[src/inc/tmc_pkg.sv]
`default_nettype none
package tmc_pkg;
   // Pointer addresses
   localparam logic [7:0] TMC_ADDR_ALERT_QUAL = 8'h22;
   localparam logic [7:0] TMC_ADDR_IDEALITY   = 8'h23;
   localparam logic [7:0] TMC_ADDR_FILTER     = 8'h24;
   localparam logic [7:0] TMC_ADDR_MAKER      = 8'hfe;
   // Alert qualification fields
   localparam int         TMC_TOUT_BIT        = 7;
   localparam int         TMC_CONSEC_LSB      = 1;
   localparam int         TMC_CONSEC_MSB      = 3;
   localparam logic [7:0] TMC_ALERT_QUAL_RST  = 8'h01;
   localparam logic [7:0] TMC_ALERT_QUAL_FIX  = 8'h01;
   // Ideality and filter
   localparam logic [7:0] TMC_IDEALITY_RST    = 8'h00;
   localparam logic [11:0] TMC_IDEAL_BASE     = 12'h828;
   localparam int         TMC_FILT_MSB        = 1;
   localparam logic [1:0] TMC_FILT_RST        = 2'h0;
   // Identity code, value is arbitrary
   localparam logic [7:0] TMC_MAKER_CODE      = 8'h3c;
   localparam int         TMC_SAMPLE_W        = 12;
   localparam int         TMC_HIST_DEPTH      = 8;
   typedef enum logic [1:0] {
      TMC_AVG_OFF = 2'h0,
      TMC_AVG_4   = 2'h1,
      TMC_AVG_8   = 2'h2,
      TMC_AVG_NA  = 2'h3
   } tmc_avg_t;
endpackage
`default_nettype wire

[src/design/tmc_config_regs.sv]
// Function
// - Bit 7 of the alert qualification register turns the bus time-out on when one and off when zero, reset zero.
// - Bits 3 to 1 set the run of out-of-limit conversions before alert: 0h one, 1h two, 3h three, 7h four.
// - Pointer 23h holds a host read/write two's-complement ideality adjustment from -128 to 127.
// - The ideality adjustment resets to 00h, leaving the trimmed factor 1.008 in force.
// - Remote conversion uses factor 1.008 times 2088 over 2088 plus the signed adjustment.
// - Bits 1 to 0 at 24h pick remote averaging: 0h off, 1h four, 2h eight, others unused.
// - Pointer FEh reads back a fixed maker code and ignores writes.
`timescale 1ns/1ps
`default_nettype none
module tmc_config_regs (
   input  wire logic                           clk_in,
   input  wire logic                           resetn_in,
   input  wire logic [7:0]                     reg_addr_in,
   input  wire logic                           reg_wr_in,
   input  wire logic                           reg_rd_in,
   input  wire logic [7:0]                     reg_wdata_in,
   output logic [7:0]                          reg_rdata_out,
   input  wire logic                           conv_done_in,
   input  wire logic                           out_of_limit_in,
   output logic                                alert_out,
   input  wire logic                           remote_valid_in,
   input  wire logic [tmc_pkg::TMC_SAMPLE_W-1:0] remote_sample_in,
   output logic                                remote_avg_valid_out,
   output logic [tmc_pkg::TMC_SAMPLE_W-1:0]    remote_avg_out,
   output logic                                bus_timeout_enable_out,
   output logic [11:0]                         ideality_denom_out
);
   import tmc_pkg::*;

   logic       bus_timeout_enable_r;
   logic [2:0] consecutive_fault_count_r;
   logic [7:0] ideality_adjust_value_r;
   logic [1:0] remote_average_select_r;
   logic [2:0] run_cnt_r;
   logic [2:0] run_cnt_nxt;
   logic [2:0] run_need;
   logic [7:0] rdata_nxt;
   logic [11:0] denom_nxt;

   // Register writes; reserved bits are not stored
   always_ff @(posedge clk_in or negedge resetn_in) begin
      if (!resetn_in) begin
         bus_timeout_enable_r      <= TMC_ALERT_QUAL_RST[TMC_TOUT_BIT];
         consecutive_fault_count_r <=
            TMC_ALERT_QUAL_RST[TMC_CONSEC_MSB:TMC_CONSEC_LSB];
         ideality_adjust_value_r   <= TMC_IDEALITY_RST;
         remote_average_select_r   <= TMC_FILT_RST;
      end else if (reg_wr_in) begin
         case (reg_addr_in)
            TMC_ADDR_ALERT_QUAL: begin
               bus_timeout_enable_r      <= reg_wdata_in[TMC_TOUT_BIT];
               consecutive_fault_count_r <=
                  reg_wdata_in[TMC_CONSEC_MSB:TMC_CONSEC_LSB];
            end
            TMC_ADDR_IDEALITY: begin
               ideality_adjust_value_r <= reg_wdata_in;
            end
            TMC_ADDR_FILTER: begin
               remote_average_select_r <= reg_wdata_in[TMC_FILT_MSB:0];
            end
            default: begin
               // Maker code and unmapped pointers ignore writes
            end
         endcase
      end
   end

   // Read mux; unmapped pointers read 00h
   always_comb begin
      case (reg_addr_in)
         TMC_ADDR_ALERT_QUAL:
            rdata_nxt = TMC_ALERT_QUAL_FIX
                      | {bus_timeout_enable_r, 3'h0,
                         consecutive_fault_count_r, 1'b0};
         TMC_ADDR_IDEALITY: rdata_nxt = ideality_adjust_value_r;
         TMC_ADDR_FILTER:   rdata_nxt = {6'h00, remote_average_select_r};
         TMC_ADDR_MAKER:    rdata_nxt = TMC_MAKER_CODE;
         default:           rdata_nxt = 8'h00;
      endcase
   end

   always_ff @(posedge clk_in or negedge resetn_in) begin
      if (!resetn_in) begin
         reg_rdata_out <= 8'h00;
      end else if (reg_rd_in) begin
         reg_rdata_out <= rdata_nxt;
      end
   end

   // Thermometer code: need equals ones count plus one
   always_comb begin
      run_need = 3'h1 + {2'h0, consecutive_fault_count_r[0]}
               + {2'h0, consecutive_fault_count_r[1]}
               + {2'h0, consecutive_fault_count_r[2]};
      if (!out_of_limit_in) begin
         run_cnt_nxt = 3'h0;
      end else if (run_cnt_r < 3'h4) begin
         run_cnt_nxt = run_cnt_r + 3'h1;
      end else begin
         run_cnt_nxt = run_cnt_r;
      end
   end

   always_ff @(posedge clk_in or negedge resetn_in) begin
      if (!resetn_in) begin
         run_cnt_r <= 3'h0;
         alert_out <= 1'b0;
      end else if (conv_done_in) begin
         run_cnt_r <= run_cnt_nxt;
         alert_out <= (run_cnt_nxt >= run_need);
      end
   end

   // Sign-extended adjustment added to the fixed base
   assign denom_nxt = TMC_IDEAL_BASE
                    + {{4{ideality_adjust_value_r[7]}},
                       ideality_adjust_value_r};

   always_ff @(posedge clk_in or negedge resetn_in) begin
      if (!resetn_in) begin
         ideality_denom_out <= TMC_IDEAL_BASE;
      end else begin
         ideality_denom_out <= denom_nxt;
      end
   end

   assign bus_timeout_enable_out = bus_timeout_enable_r;

   tmc_remote_avg u_avg (
      .clk_in          (clk_in),
      .resetn_in       (resetn_in),
      .avg_sel_in      (remote_average_select_r),
      .sample_valid_in (remote_valid_in),
      .sample_in       (remote_sample_in),
      .avg_valid_out   (remote_avg_valid_out),
      .avg_out         (remote_avg_out)
   );
endmodule
`default_nettype wire

[src/design/tmc_remote_avg.sv]
`timescale 1ns/1ps
`default_nettype none
module tmc_remote_avg (
   input  wire logic                           clk_in,
   input  wire logic                           resetn_in,
   input  wire logic [1:0]                     avg_sel_in,
   input  wire logic                           sample_valid_in,
   input  wire logic [tmc_pkg::TMC_SAMPLE_W-1:0] sample_in,
   output logic                                avg_valid_out,
   output logic [tmc_pkg::TMC_SAMPLE_W-1:0]    avg_out
);
   import tmc_pkg::*;

   logic [TMC_SAMPLE_W-1:0] hist_r [TMC_HIST_DEPTH];
   logic                    pend_r;
   logic [TMC_SAMPLE_W+2:0] sum4;
   logic [TMC_SAMPLE_W+2:0] sum8;
   logic [TMC_SAMPLE_W-1:0] avg_nxt;

   always_ff @(posedge clk_in or negedge resetn_in) begin
      if (!resetn_in) begin
         hist_r[0] <= '0;
      end else if (sample_valid_in) begin
         hist_r[0] <= sample_in;
      end
   end

   genvar i;
   generate
      for (i = 1; i < TMC_HIST_DEPTH; i++) begin : g_hist
         always_ff @(posedge clk_in or negedge resetn_in) begin
            if (!resetn_in) begin
               hist_r[i] <= '0;
            end else if (sample_valid_in) begin
               hist_r[i] <= hist_r[i-1];
            end
         end
      end
   endgenerate

   // Window starts filled with zeros, so early averages read low
   always_comb begin
      sum4 = '0;
      sum8 = '0;
      for (int k = 0; k < TMC_HIST_DEPTH; k++) begin
         if (k < 4) begin
            sum4 = sum4 + {3'h0, hist_r[k]};
         end
         sum8 = sum8 + {3'h0, hist_r[k]};
      end
      case (tmc_avg_t'(avg_sel_in))
         TMC_AVG_4: avg_nxt = sum4[TMC_SAMPLE_W+1:2];
         TMC_AVG_8: avg_nxt = sum8[TMC_SAMPLE_W+2:3];
         default:   avg_nxt = hist_r[0];
      endcase
   end

   always_ff @(posedge clk_in or negedge resetn_in) begin
      if (!resetn_in) begin
         pend_r        <= 1'b0;
         avg_valid_out <= 1'b0;
         avg_out       <= '0;
      end else begin
         pend_r        <= sample_valid_in;
         avg_valid_out <= pend_r;
         if (pend_r) begin
            avg_out <= avg_nxt;
         end
      end
   end
endmodule
`default_nettype wire

[config.mk]
export PLATFORM = sky130hd
export DESIGN_NAME = tmc_config_regs
export DESIGN_NICKNAME = d
export VERILOG_FILES = /design/src/inc/tmc_pkg.sv /design/src/design/tmc_config_regs.sv /design/src/design/tmc_remote_avg.sv
export SDC_FILE = /design/constraint.sdc
export NUM_CORES = 1
export LEC_CHECK = 0
export ABC_AREA = 1
export BUFFER_PORTS_ARGS = -buffer_cell sky130_fd_sc_hd__buf_2
export CAP_MARGIN = 20
export CORE_UTILIZATION = 39
export DETAILED_ROUTE_END_ITERATION = 10
export GPL_TIMING_DRIVEN = 0
export SLEW_MARGIN = 0
export SYNTH_ARGS = -nofsm -noshare
export SYNTH_HDL_FRONTEND = slang
export SYNTH_SLANG_ARGS = --single-unit
[constraint.sdc]
create_clock -name clk_in -period 11.32 [get_ports clk_in]
set_input_delay 1.698 -clock clk_in [delete_from_list [all_inputs] [get_ports clk_in]]
set_output_delay 1.698 -clock clk_in [all_outputs]
set_load 0.02 [all_outputs]
==> flow_summary.yaml <==
status:
  status: "finished clean"
synthesis:
  synth_nets: 1254
  ys_ff_latch: 148
  yosys_warnings: 0
  synth_cells: 1120
  synth_top_area_cell: "dfrtp_1"
  yosysMostFrequentCell: "nand2_1"
  synth_cell_types: 46
  synthArstFlopShare_pct: 100
  netlist_area_um2: 9200
  synthTopCellsByArea: "dfrtp_1 39%, nand2_1 11%, fa_1 10%"
  yosys-top-cells-count: "264 x nand2_1, 218 x inv_1, 145 x dfrtp_1"
  syn_area_per_cell_um2: 8.22
  synth_edf_count: 0
  ys.flop_type: "dfrtp_1"
  ys_seq_area_share_pct: 40.3
  synth_top_area_share_pct: 39.4
place:
  dpl-instance-area_um2: 9970
  numPortBuffers: 69
  hpwlAfterDp_um: 18100
  gp_congestion: 0.888
cells_and_area:
  drive_gt1_share_pct: 11.0
  fill_cells: 2293
  antenna_cells: 0
  multiInputGateArea_um2: 4550
  area_growth_pct: 14.7
  fin_nets: 1343
  fin_area_um2: 10600
  regArea_um2: 3710
critical_path:
  worst_setup_path_start_kind: "flip-flop"
  path_class: "reg2reg"
  r2r_slack_ns: 4.67
  crit_path_end_kind: "flip-flop"
  required_ns: 11.65
  rr_endpoint: "u_avg.avg_out[11]"
  worstPathArrival_ns: 6.98
  r2r_cells: 27
  worstReg2RegStart: "u_avg.hist_r[84]"
  path_max_fanout: 5
timing:
  setup_viol: 0
  layout_min_cycle_time_ns: 6.65
  max_freq_mhz: 150
  final_hold_viol_count: 0
  finalCritPeriodShare_pct: 58.8
  max_slew_margin_pct: 41.1
  setup_tns_ns: 0
  clock_skew_ns: 0.00906
  grt_setup_unrepaired: "no"
  final_max_slew_viol_count: 0
  worst_pin_slew_ns: 0.883
grt:
  use_met2_pct: 32.9
  grt_pass1_wl_um: 39100
  grt_overflow: 0
  antenna_found_initial: 0
  busiest_layer: "met2"
  grt_pass1_vias: 7392
  grt_usage_pct: 21.1
  grt_max_degree: 78
  met3_usage_pct: 3.69
  grt_util_met1_pct: 30.6
route:
  wire_per_inst_um: 15.2
  post-route-drc-count: 0
  antenna_left: 0
  drt_pass1_iterations: 5
  via_per_inst: 4.90
  drtIter0Drc: 556
  via_count: 7519
  routed_wl_um: 23300
hold_path:
  hold_path_end: "ideality_denom_out[2]"
  hold_depth: 0
  min_from: "ideality_adjust_value_r[2]"
  hold_path.class: "reg2reg"
clocking:
  cts_made_buffers: 17
  cts_buffer_depth: 2
  post-cts-setup-buffers: 0
  cts_tree: "done"
  clkTransAtPathRegs_ns: 0.07
  cts.htree.levels: 4
  clk_latency_ns: 0.43
  holdBufCountCts: 0
  cts_resized: 0
  cts_sinks: 148
  cts-root-buf: "clkbuf_16"
floorplan:
  rows: 55
  die_y_um: 156
  die_area_um2: 24200
  fp.coreArea_um2: 22900
  initial_utilization_pct: 40.2
  num_io_pins: 70
  chipWidth_um: 156
flow_run:
  drv_cap: 0
==> cell families (layout without fill, tap and decap cells) <==
| family | after synthesis | after routing | synth area share (%) |
|---|---|---|---|
| adders and majority gates | 99 | 99 | 17.4 |
| buffers and inverters | 248 | 350 | 10.3 |
| AOI/OAI and AO/OA | 188 | 188 | 11.2 |
| and+or+nand+nor | 420 | 420 | 19.2 |
| muxes | 3 | 3 | 0.408 |
| DFF | 148 | 148 | 40.3 |
| xor gates and xnor gates | 14 | 14 | 1.33 |
==> stage by stage <==
stage               cells  setup slack, ns  hold slack, ns  util (%)
floorplan            1120             5.56           0.354         -
global placement     1502             4.73           0.360      43.4
detailed placement   1503             4.68           0.369      43.5
CTS                  1535             4.66           0.382      46.1
global route         1535             4.22           0.392      46.1
finish               1535             4.67           0.380      46.1
==> routing by layer <==
| layer | up-vias | share of wire (%) |
|---|---|---|
| met1 | 3664 | 48 |
| met3 | 21 | 5.1 |
| li1 | 3671 | - |
| met4 | 0 | 1.1 |
| met2 | 163 | 46 |
| met5 | - | 0 |
==> worst max-delay path, cell delays in order (launching register included) <==
cell and delay, ns:
dfrtp_1 0.44, ha_1 0.23, inv_1 0.07, fa_1 0.46
o31ai_1 0.44, xnor2_1 0.17, fa_1 0.50, inv_1 0.04
ha_1 0.36, nand2_1 0.12, nand3_2 0.11, nand2_1 0.08
nand2_1 0.05, xor2_1 0.39, fa_1 0.53, fa_1 0.51
inv_1 0.05, fa_1 0.49, inv_1 0.04, ha_1 0.34
a21oi_1 0.34, o21bai_1 0.16, a21oi_1 0.20, nand3_1 0.09
nand3_1 0.10, nand2_1 0.06, nand2_1 0.08, nand2_1 0.06
==> placed cells by master (no fill, tap or decap), types with 3 or more instances in the layout <==
cell,instances
dfstp_2,3
inv_8,3
ha_1,51
o21bai_1,4
buf_2,71
clkbuf_16,17
nand3_1,47
nand4_1,9
a21oi_2,8
and2_1,6
nor2_2,4
dfrtp_1,145
nor2_1,70
inv_6,7
xnor2_1,5
clkbuf_1,15
xor2_1,9
buf_1,9
inv_1,218
a21boi_0,3
a21oi_1,72
o21ai_0,85
nand3b_1,3
nand2_1,264
o221ai_1,3
nor3_1,4
o31ai_1,3
fa_1,48
==> flip-flops by register name (all words and copies together) (netlist names) <==
| name | count |
|---|---|
| u_avg.hist_r | 96 |
| ideality_denom_out | 12 |
| u_avg.avg_out | 12 |
| ideality_adjust_value_r | 8 |
| reg_rdata_out | 8 |
| consecutive_fault_count_r | 3 |
| run_cnt_r | 3 |
| remote_average_select_r | 2 |
| alert_out | 1 |
| bus_timeout_enable_out | 1 |
| u_avg.avg_valid_out | 1 |
| u_avg.pend_r | 1 |
==> worst max-delay path by stage <==
stage                     depth (start not counted)        startpoint           endpoint  slack (ns)
final                                            27  u_avg.hist_r[84]  u_avg.avg_out[11]        4.67
after global routing                             33  u_avg.hist_r[84]   u_avg.avg_out[9]        4.22
after CTS                                        27  u_avg.hist_r[84]  u_avg.avg_out[11]        4.66
after detailed placement                         27  u_avg.hist_r[84]  u_avg.avg_out[11]        4.68
after global placement                           27  u_avg.hist_r[84]  u_avg.avg_out[11]        4.73
after floorplan                                  33  u_avg.hist_r[72]   u_avg.avg_out[9]        5.56
==> layout make-up <==
cell class	instances	share of cell area (%)
clock buffer	17	4.03
inverter	220	7.83
timing repair buffer	70	3.59
buffer	28	1.10
tap	313	3.71
multi-input combinational	724	43.1
sequential	148	35.1
clock inverter	15	1.49
Power is not shown: default switching activity piles up to over one toggle a cycle in this logic, so the estimate is an artifact.
